`config.mk`:
```
export PLATFORM = sky130hd
export DESIGN_NAME = pgm_irq_slice
export DESIGN_NICKNAME = d
export VERILOG_FILES = /design/src/rtl/pgm_w1c_flags.v /design/src/rtl/pgm_irq_slice.v
export VERILOG_INCLUDE_DIRS = /design/src /design/src/rtl
export SDC_FILE = /design/constraint.sdc
export NUM_CORES = 1
export LEC_CHECK = 0
export ABC_AREA = 1
export BUFFER_PORTS_ARGS = -buffer_cell sky130_fd_sc_hd__buf_4
export CAP_MARGIN = 20
export CORE_UTILIZATION = 47
export DETAILED_ROUTE_END_ITERATION = 16
export PLACE_DENSITY_LB_ADDON = 0.2
export SKIP_CTS_REPAIR_TIMING = 1
export SYNTH_ARGS = -nofsm -noshare
export SYNTH_HDL_FRONTEND = slang
export SYNTH_SLANG_ARGS = --single-unit
```
`constraint.sdc`:
```
create_clock -name clk -period 1.1 [get_ports clk]
set_input_delay 0.11 -clock clk [delete_from_list [all_inputs] [get_ports clk]]
set_output_delay 0.11 -clock clk [all_outputs]
set_load 0.05 [all_outputs]
```
`src/rtl/pgm_defs.vh`:
```
// Register map and field layout of the pin-edge mask and power-good block.
// Assumes inclusion by bare name from rtl/ design files.
`ifndef PGM_DEFS_VH
`define PGM_DEFS_VH

// ---------------------------------------------------------------
// Register addresses
// ---------------------------------------------------------------
`define PGM_ADDR_EDGE_STATUS 8'h3B
`define PGM_ADDR_EDGE_MASK 8'h3C
`define PGM_ADDR_PGOOD_STATUS 8'h3D

// ---------------------------------------------------------------
// Reset values
// ---------------------------------------------------------------
`define PGM_MASK_RESET_ONES 8'hFF
`define PGM_MASK_RESET_ZEROS 8'h00
`define PGM_STATUS_RESET 8'h00

// ---------------------------------------------------------------
// Field positions in the mask and edge status registers
// ---------------------------------------------------------------
`define PGM_BIT_PIN5_FALL 7
`define PGM_BIT_PIN5_RISE 6
`define PGM_BIT_PIN4_FALL 5
`define PGM_BIT_PIN4_RISE 4
`define PGM_BIT_PIN3_FALL 3
`define PGM_BIT_PIN3_RISE 2
`define PGM_BIT_PIN2_FALL 1
`define PGM_BIT_PIN2_RISE 0

// Power-good status: LDO four..one at 7..4, buck four..one at 3..0
`define PGM_PG_LDO_LSB 4
`define PGM_PG_BUCK_LSB 0

`endif

```
`src/rtl/pgm_w1c_flags.v`:
```
// Bank of sticky flags, set by hardware and cleared by writing one.
// Assumes set pulses and write strobe are synchronous to clk.
`timescale 1ns/1ps

module pgm_w1c_flags #(
  parameter WIDTH = 8
) (
  // Clock and reset
  input wire clk,
  input wire rst,
  // Set events and software clear
  input wire [WIDTH-1:0] set_evt,
  input wire clr_we,
  input wire [WIDTH-1:0] clr_data,
  // Flag state
  output reg [WIDTH-1:0] flags_q
);

  // ---------------------------------------------------------------
  // Flag bits
  // ---------------------------------------------------------------
  genvar i;
  generate
    for (i = 0; i < WIDTH; i = i + 1) begin : g_flag
      // Set beats clear so an edge arriving with the clear is kept
      always @(posedge clk) begin
        if (rst) begin
          flags_q[i] <= 1'b0;
        end else if (set_evt[i]) begin
          flags_q[i] <= 1'b1;
        end else if (clr_we && clr_data[i]) begin
          flags_q[i] <= 1'b0;
        end
      end
    end
  endgenerate

endmodule

```
`src/rtl/pgm_irq_slice.v`:
```
// Pin-edge interrupt mask, pin-edge status and power-good fall status.
// Assumes a byte-wide register port from the serial control front end.
// Assumes pin and regulator levels are already synchronous to clk.
// Assumes the factory variant strap is steady while rst is high.
`timescale 1ns/1ps
`include "pgm_defs.vh"

module pgm_irq_slice #(
  parameter NPINS = 4
) (
  // Clock and reset
  input wire clk,
  input wire rst,
  // Factory variant: one selects all-ones mask reset
  input wire mask_reset_ones,
  // Register port
  input wire reg_wr,
  input wire reg_rd,
  input wire [7:0] reg_addr,
  input wire [7:0] reg_wdata,
  output reg [7:0] reg_rdata_q,
  output reg reg_rvalid_q,
  // Pin levels, pins five..two at bits 3..0
  input wire [NPINS-1:0] pin_level,
  // Regulator good and enable levels, four..one at bits 3..0
  input wire [3:0] ldo_good,
  input wire [3:0] ldo_enable,
  input wire [3:0] buck_good,
  input wire [3:0] buck_enable,
  // Interrupt from the pin-edge group
  output reg pin_irq_q
);

  // ---------------------------------------------------------------
  // Decoding
  // ---------------------------------------------------------------
  function hit;
    input [7:0] a;
    input [7:0] ref_a;
    begin
      hit = (a == ref_a);
    end
  endfunction

  // Full address compare, so a stray address never clears a flag
  wire wr_mask = reg_wr && hit(reg_addr, `PGM_ADDR_EDGE_MASK);
  wire wr_edge = reg_wr && hit(reg_addr, `PGM_ADDR_EDGE_STATUS);
  wire wr_pg = reg_wr && hit(reg_addr, `PGM_ADDR_PGOOD_STATUS);

  // ---------------------------------------------------------------
  // Input history for edge detection
  // ---------------------------------------------------------------
  reg [NPINS-1:0] pin_prev_q;
  reg [7:0] good_prev_q;
  reg primed_q;
  wire [7:0] good_now = {ldo_good, buck_good};
  wire [7:0] enable_now = {ldo_enable, buck_enable};

  // History is primed one cycle after reset so no false edge is seen
  // Limitation: a level pulse shorter than one clock is not seen
  always @(posedge clk) begin
    if (rst) begin
      pin_prev_q <= {NPINS{1'b0}};
      good_prev_q <= 8'h00;
      primed_q <= 1'b0;
    end else begin
      pin_prev_q <= pin_level;
      good_prev_q <= good_now;
      primed_q <= 1'b1;
    end
  end

  // Pin edges interleaved as fall/rise pairs, pin five highest
  // Bit 2k is the rise of pin k+2, bit 2k+1 its fall
  reg [7:0] edge_evt;
  integer k;
  always @* begin
    edge_evt = 8'h00;
    for (k = 0; k < NPINS; k = k + 1) begin
      edge_evt[2*k] = primed_q & pin_level[k] & ~pin_prev_q[k];
      edge_evt[2*k+1] = primed_q & ~pin_level[k] & pin_prev_q[k];
    end
  end

  // Fall of good while enabled; turning off does not raise a flag
  wire [7:0] pg_evt = {8{primed_q}} & good_prev_q & ~good_now
                      & enable_now;

  // ---------------------------------------------------------------
  // Status registers
  // ---------------------------------------------------------------
  // Both banks share the byte layout of their registers
  localparam NFLAGS = 8;
  wire [7:0] edge_flags;
  wire [7:0] power_good_fall_status;

  // Edge bank uses the mask layout, so gating is bit for bit
  pgm_w1c_flags #(
    .WIDTH(NFLAGS)
  ) u_edge_flags (
    .clk(clk),
    .rst(rst),
    .set_evt(edge_evt),
    .clr_we(wr_edge),
    .clr_data(reg_wdata),
    .flags_q(edge_flags)
  );

  // Set wins inside the bank, so a fall during a clear is kept
  pgm_w1c_flags #(
    .WIDTH(NFLAGS)
  ) u_pg_flags (
    .clk(clk),
    .rst(rst),
    .set_evt(pg_evt),
    .clr_we(wr_pg),
    .clr_data(reg_wdata),
    .flags_q(power_good_fall_status)
  );

  // Named fall flags, LDOs in the high nibble, bucks in the low
  // Each stays set until software writes one to it
  wire ldo_four_good_fall_flag = power_good_fall_status[`PGM_PG_LDO_LSB+3];
  wire ldo_three_good_fall_flag = power_good_fall_status[`PGM_PG_LDO_LSB+2];
  wire ldo_two_good_fall_flag = power_good_fall_status[`PGM_PG_LDO_LSB+1];
  wire ldo_one_good_fall_flag = power_good_fall_status[`PGM_PG_LDO_LSB];
  wire buck_four_good_fall_flag = power_good_fall_status[`PGM_PG_BUCK_LSB+3];
  wire buck_three_good_fall_flag = power_good_fall_status[`PGM_PG_BUCK_LSB+2];
  wire buck_two_good_fall_flag = power_good_fall_status[`PGM_PG_BUCK_LSB+1];
  wire buck_one_good_fall_flag = power_good_fall_status[`PGM_PG_BUCK_LSB];

  // ---------------------------------------------------------------
  // Mask register
  // ---------------------------------------------------------------
  reg [7:0] pin_edge_irq_mask_q;
  // Writes land on the next edge; the gate sees them a cycle later
  always @(posedge clk) begin
    if (rst) begin
      // Variant strap is a level sampled by this clocked reset
      pin_edge_irq_mask_q <= mask_reset_ones ? `PGM_MASK_RESET_ONES
                                             : `PGM_MASK_RESET_ZEROS;
    end else if (wr_mask) begin
      pin_edge_irq_mask_q <= reg_wdata;
    end
  end

  // Named mask fields; a one keeps that edge off the interrupt
  // Each field sits at the same bit as its edge flag
  wire pin5_fall_mask = pin_edge_irq_mask_q[`PGM_BIT_PIN5_FALL];
  wire pin5_rise_mask = pin_edge_irq_mask_q[`PGM_BIT_PIN5_RISE];
  wire pin4_fall_mask = pin_edge_irq_mask_q[`PGM_BIT_PIN4_FALL];
  wire pin4_rise_mask = pin_edge_irq_mask_q[`PGM_BIT_PIN4_RISE];
  wire pin3_fall_mask = pin_edge_irq_mask_q[`PGM_BIT_PIN3_FALL];
  wire pin3_rise_mask = pin_edge_irq_mask_q[`PGM_BIT_PIN3_RISE];
  wire pin2_fall_mask = pin_edge_irq_mask_q[`PGM_BIT_PIN2_FALL];
  wire pin2_rise_mask = pin_edge_irq_mask_q[`PGM_BIT_PIN2_RISE];

  // ---------------------------------------------------------------
  // Interrupt gating; masked flags remain visible in status
  // ---------------------------------------------------------------
  // Any unmasked flag raises the line; it drops once the flag clears
  always @(posedge clk) begin
    if (rst) begin
      pin_irq_q <= 1'b0;
    end else begin
      pin_irq_q <= 1'b0
                 | (edge_flags[`PGM_BIT_PIN5_FALL] & ~pin5_fall_mask)
                 | (edge_flags[`PGM_BIT_PIN5_RISE] & ~pin5_rise_mask)
                 | (edge_flags[`PGM_BIT_PIN4_FALL] & ~pin4_fall_mask)
                 | (edge_flags[`PGM_BIT_PIN4_RISE] & ~pin4_rise_mask)
                 | (edge_flags[`PGM_BIT_PIN3_FALL] & ~pin3_fall_mask)
                 | (edge_flags[`PGM_BIT_PIN3_RISE] & ~pin3_rise_mask)
                 | (edge_flags[`PGM_BIT_PIN2_FALL] & ~pin2_fall_mask)
                 | (edge_flags[`PGM_BIT_PIN2_RISE] & ~pin2_rise_mask);
    end
  end

  // ---------------------------------------------------------------
  // Read path, one cycle latency; other addresses read zero
  // ---------------------------------------------------------------
  // Registered data keeps the port timing the same for every register
  // Unmapped reads return zero rather than stalling the port
  always @(posedge clk) begin
    if (rst) begin
      reg_rdata_q <= 8'h00;
      reg_rvalid_q <= 1'b0;
    end else begin
      reg_rvalid_q <= reg_rd;
      if (reg_rd) begin
        case (reg_addr)
          `PGM_ADDR_EDGE_STATUS: reg_rdata_q <= edge_flags;
          `PGM_ADDR_EDGE_MASK: reg_rdata_q <= pin_edge_irq_mask_q;
          `PGM_ADDR_PGOOD_STATUS: reg_rdata_q <= {ldo_four_good_fall_flag,
                                                  ldo_three_good_fall_flag,
                                                  ldo_two_good_fall_flag,
                                                  ldo_one_good_fall_flag,
                                                  buck_four_good_fall_flag,
                                                  buck_three_good_fall_flag,
                                                  buck_two_good_fall_flag,
                                                  buck_one_good_fall_flag};
          default: reg_rdata_q <= 8'h00;
        endcase
      end
    end
  end

endmodule

```
==> metrics.txt, run 1 <==
outcome completed; TritonCTS buffer count 5; CTS tree yes; clock sink count 47; core area 0.004058 mm^2; Adder-Cell Fraction of Synth Area 0%; #FFs+latches synth 47; largest family of logic cells by synthesized area simple AND/OR/NAND/NOR gates; total power 3.242 mW; mapped cell area 0.002017 mm^2; Final setup viols 0; PwrDens 1262 mW/mm^2; most common cell in the synthesized netlist nand2_1; leak pwr 1.108 nW; CTS Buffer Depth 2; top-area cell type share of the netlist area 38.71%; CP Buf/Inv Count 1; vias in the first global route 1670; final slew viol count 0; post-route worst hold slack 0.01216 ns; Avg Inst Size Synth 7.818 um^2; mux cell area share after synthesis 0%; Fmax 1060 MHz; final worst path period share 85.74%; Crit. End Element output pin; sequential-to-total area share from yosys stat 50.62%; die area 0.004558 mm^2; H-tree levels 2; pre-CTS setup slack -0.004358 ns; Final nets 355; Max stage delay on crit path 0.34 ns; # IOs 51; YS warnings 0; Post-synth EDFFs 8; critical-path cell list buf_4; Final HPWL DP 3.572 mm; CP required 0.99 ns; vias per cell 5.049; min cycle time layout 0.9431 ns; Slew @ Worst Pin 0.3084 ns; Inst Count DP 357; RSZ-0062 raised after global routing false; Setup Skew 0.008831 ns; Critical-path top delay cell dfxtp_1; final core utilization 63.34%; HP Class input port to register; share of cells above drive strength 1 24.13%; Synth Instances 258; # diodes 0; Die X 67.51 um; RD Place Congestion 0.8448; DRC Markers 0; Routed Antenna Nets 0; Area after DPL 0.002489 mm^2; fin worst setup slack 0.1569 ns; crit path DAT 0.83 ns; Initial Utilization 49.71%; Pre-Repair DR Iteration Count 4; final hold vios 0; Post-Synth XOR/XNOR Area 0%; wire per inst 12.49 um; Max VDD drop 0.9834 mV; Cell Count, Final, Fillers Out 365; critical path class register to output pin; Post-synth top flop dfxtp_1; die height 67.51 um; slew margin rel. 79.39%; initial antenna violation count 0; row count 23; P&R area growth vs syn 27.42%; gr usage total 22.50%; Area contributors post-synth dfxtp_1 39%, nand2_1 13%, edfxtp_1 12%, nand3_1 9.2%, a21oi_1 6.2%; Synth Area in Compound Gates 7.444%; top cells by count, synth 70 x nand2_1, 39 x dfxtp_1, 37 x nand3_1, 26 x inv_1, 25 x a21oi_1; cell family with most CP delay flip-flops; Synth async-reset ratio 0%; syn_nets 299; port buffer count 50; Post-Route Setup TNS 0 ns; largest net degree at the start of global routing 30; critical path launch point type register; Layout fillers 359; GRT overflow 0; Clock transition at path regs 0.08 ns; crit path max fanout 2; Final Cell Area 0.002570 mm^2; simple-gate share of the synthesized area 34.06%; via count 1843; library cells used by synthesis 20; largest area contributor in the netlist dfxtp_1; first-pass GRT wire length 7.424 mm; clk root buf clkbuf_8; max-cap viol count 0; Iter 0 DRT Violations 81; DRT Wirelength 4.559 mm; Worst-Skew Late Latency 0.30 ns
kinds of logic (layout without fill, tap and decap cells):
group,Yosys count,after routing
buffers and inverters,37,94
AOI/OAI and AO/OA,29,29
and+or+nand+nor,145,145
DFF,47,47
cell type report:
cell class              count  area [um^2]  area share [%]
well taps                  50        62.56           2.434
clock inverters             1        5.005          0.1947
flip-flops and latches     47         1021           39.73
inverters                  28        105.1           4.090
multi-input cells         174        839.6           32.67
repair buffers             58        460.4           17.92
clock buffers               7        76.32           2.970
path summary, 6_finish.rpt:
path / cells after the start / start / slack (ns) / end
setup / recovery: 1 / reg_rdata_q[7] / 0.16 / reg_rdata_q[7]
hold / removal: 2 / rst / 0.01 / good_prev_q[5]
setup reg to reg: 3 / primed_q / 0.17 / u_pg_flags.flags_q[6]
hold reg to reg: 2 / u_pg_flags.flags_q[5] / 0.46 / u_pg_flags.flags_q[5]
registers in the layout (all words and copies together) (netlist names):
name / flops
pin_irq_q: 1
good_prev_q: 8
pin_prev_q: 4
u_pg_flags.flags_q: 8
u_edge_flags.flags_q: 8
reg_rdata_q: 8
pin_edge_irq_mask_q: 8
primed_q: 1
reg_rvalid_q: 1
where the power goes:
| part | switching, mW | internal (mW) |
|---|---|---|
| sequential | 0.0480 | 1.83 |
| clock | 0.537 | 0.446 |
| combinational | 0.201 | 0.176 |
per-layer routing:
layer  wire (um)  share of wire, %  GRT usage, %  up-vias
met3         207               4.5         5.068        9
met1        2053                45         27.86      833
li1            -                 -             -      947
met4          84               1.8         9.574        0
met2        2214                49         37.25       54
met5           0                 0             0        -
cell usage in the layout, fill, tap and decap left out:
master,Yosys,final
nor2_4,4,4
a21oi_1,25,25
nor2_8,1,1
nand2_1,70,69
nand3_1,37,37
clkinv_2,0,1
edfxtp_1,8,8
nor2_2,1,1
nand4_1,8,8
buf_12,0,2
dfxtp_1,39,39
o22ai_1,4,4
inv_1,26,26
nand2_2,5,6
clkinv_1,2,2
clkbuf_1,2,2
nand3b_1,4,4
clkbuf_8,0,5
nor2_1,15,15
buf_4,0,56
Power figures use the tool's default switching activity.
==> run 2, diff against run 1 <==
--- a/config.mk
+++ b/config.mk
@@ -9,6 +9,7 @@
 export ABC_AREA = 1
 export BUFFER_PORTS_ARGS = -buffer_cell sky130_fd_sc_hd__buf_4
 export CAP_MARGIN = 20
+export CORE_ASPECT_RATIO = 1.5
 export CORE_UTILIZATION = 47
 export DETAILED_ROUTE_END_ITERATION = 16
 export PLACE_DENSITY_LB_ADDON = 0.2
==> run 2 against run 1 <==
Count of clock-buffer cells in the layout increased by 1; maximum frequency decreased by 1.2%; die area increased by 0.11%; non-clock buffer count unchanged; register-to-register slack got worse by 0.02 ns; utilization increased by 0.79 points; combinational power decreased by 1%; sequential power about the same; clock skew decreased by 0.0026 ns; critical endpoint is now u_pg_flags.flags_q[3]; largest power group unchanged.
==> metrics.txt, run 2 (synthesis gave the netlist of run 1 again) <==
slew margin rel. 81.94%; final worst path period share 86.74%; Final HPWL DP 3.396 mm; port buffer count 50; P&R area growth vs syn 28.10%; DRC Markers 0; HP Class input port to register; Clock Power Share 33.6%; Final setup viols 0; initial antenna violation count 0; final core utilization 64.13%; H-tree levels 2; clock sink count 47; min cycle time layout 0.9542 ns; final slew viol count 0; most frequent cells in the layout 69 x nand2_1, 56 x buf_4, 39 x dfxtp_1, 37 x nand3_1, 26 x inv_1; Crit. End Element register; total power 3.387 mW; Inst Count DP 352; Routed Antenna Nets 0; outcome completed; via count 1841; row count 28; # diodes 0; critical-path cell list buf_12 > nand4_1 > a21oi_1; Slew @ Worst Pin 0.2709 ns; Max stage delay on crit path 0.46 ns; CTS tree yes; WL met1 1.801 mm; leak pwr 1.117 nW; Area after DPL 0.002482 mm^2; die height 82.23 um; largest net degree at the start of global routing 29; Pre-Repair DR Iteration Count 4; PwrDens 1311 mW/mm^2; met3 WL 173 um; Sw Pwr 788.9 uW; Die X 55.49 um; core area 0.004029 mm^2; TritonCTS buffer count 5; vias per cell 5.114; Reg power frac 55.4%; Setup Skew 0.006236 ns; RSZ-0062 raised after global routing false; # IOs 51; Switching Fraction 23.29%; Initial Utilization 50.06%; crit path max fanout 12; critical path class register to register; Worst-Skew Late Latency 0.30 ns; DRT Wirelength 4.312 mm; max-cap viol count 0; share of cells above drive strength 1 24.13%; top layer in use met4; most common cell after layout, fill and taps aside nand2_1; clk root buf clkbuf_8; Cell Count, Final, Fillers Out 360; power share of the combinational group 11.0%; Post-Route Setup TNS 0 ns; die area 0.004563 mm^2; Final Cell Area 0.002584 mm^2; wire per inst 11.98 um; Max VDD drop 1.416 mV; gr usage total 20.79%; Iter 0 DRT Violations 37; Fmax 1048 MHz; first-pass GRT wire length 7.300 mm; GRT overflow 0; Cell Int Power 2.598 mW; RD Place Congestion 0.8160; Final nets 355; Clock transition at path regs 0.08 ns; CTS Buffer Depth 2; met2 wire len 2.227 mm; Critical-path top delay cell dfxtp_1; final hold vios 0; vias in the first global route 1686; critical path launch point type register; crit path DAT 1.19 ns; CP required 1.33 ns
## run 2: final timing paths
kind	slack, ns	endpoint	cells after the start	from
setup / recovery	0.15	u_pg_flags.flags_q[3]	3	primed_q
hold reg to reg	0.47	reg_rdata_q[3]	2	reg_rdata_q[3]
setup reg to reg	0.15	u_pg_flags.flags_q[3]	3	primed_q
hold / removal	0.02	good_prev_q[2]	3	buck_good[2]
## run 2: per-layer routing
metal	track usage [%]	up-vias
met5	0	-
met4	11.75	0
met3	4.673	11
met2	37.59	44
met1	22.52	835
li1	-	951
## run 2: through the flow
| step | setup WS [ns] | hold WS (ns) |
|---|---|---|
| after floorplan | 0.04290 | 0.2351 |
| after global placement | -0.01370 | 0.3228 |
| after detailed placement | -0.03431 | 0.3301 |
| after CTS | 0.1353 | 0.01953 |
| after global routing | 0.07668 | 0.02785 |
| final | 0.1458 | 0.02308 |
## run 2: power groups by stage
stage / sequential [mW] / combinational [mW] / clock [mW]
after floorplan: 1.92 / 0.171 / 0
after global placement: 1.92 / 0.370 / 0
after detailed placement: 1.92 / 0.375 / 0
after CTS: 1.88 / 0.377 / 1.16
after global routing: 1.89 / 0.413 / 1.23
final: 1.88 / 0.372 / 1.14
## run 2: area by class of cell
| class | count | area [um^2] |
|---|---|---|
| multi-input combinational | 174 | 839.6 |
| inverter | 28 | 105.1 |
| tap | 45 | 56.30 |
| sequential | 47 | 1021 |
| fill | 362 | 1445 |
| timing repair buffer | 58 | 460.4 |
| clock buffer | 8 | 101.3 |
## run 2: worst max-delay path, delay by kind of cell (launching register included)
family,cells,cell delay (ns)
flops,1,0.46
compound gates,1,0.15
buf+inv,1,0.17
simple gates,1,0.12
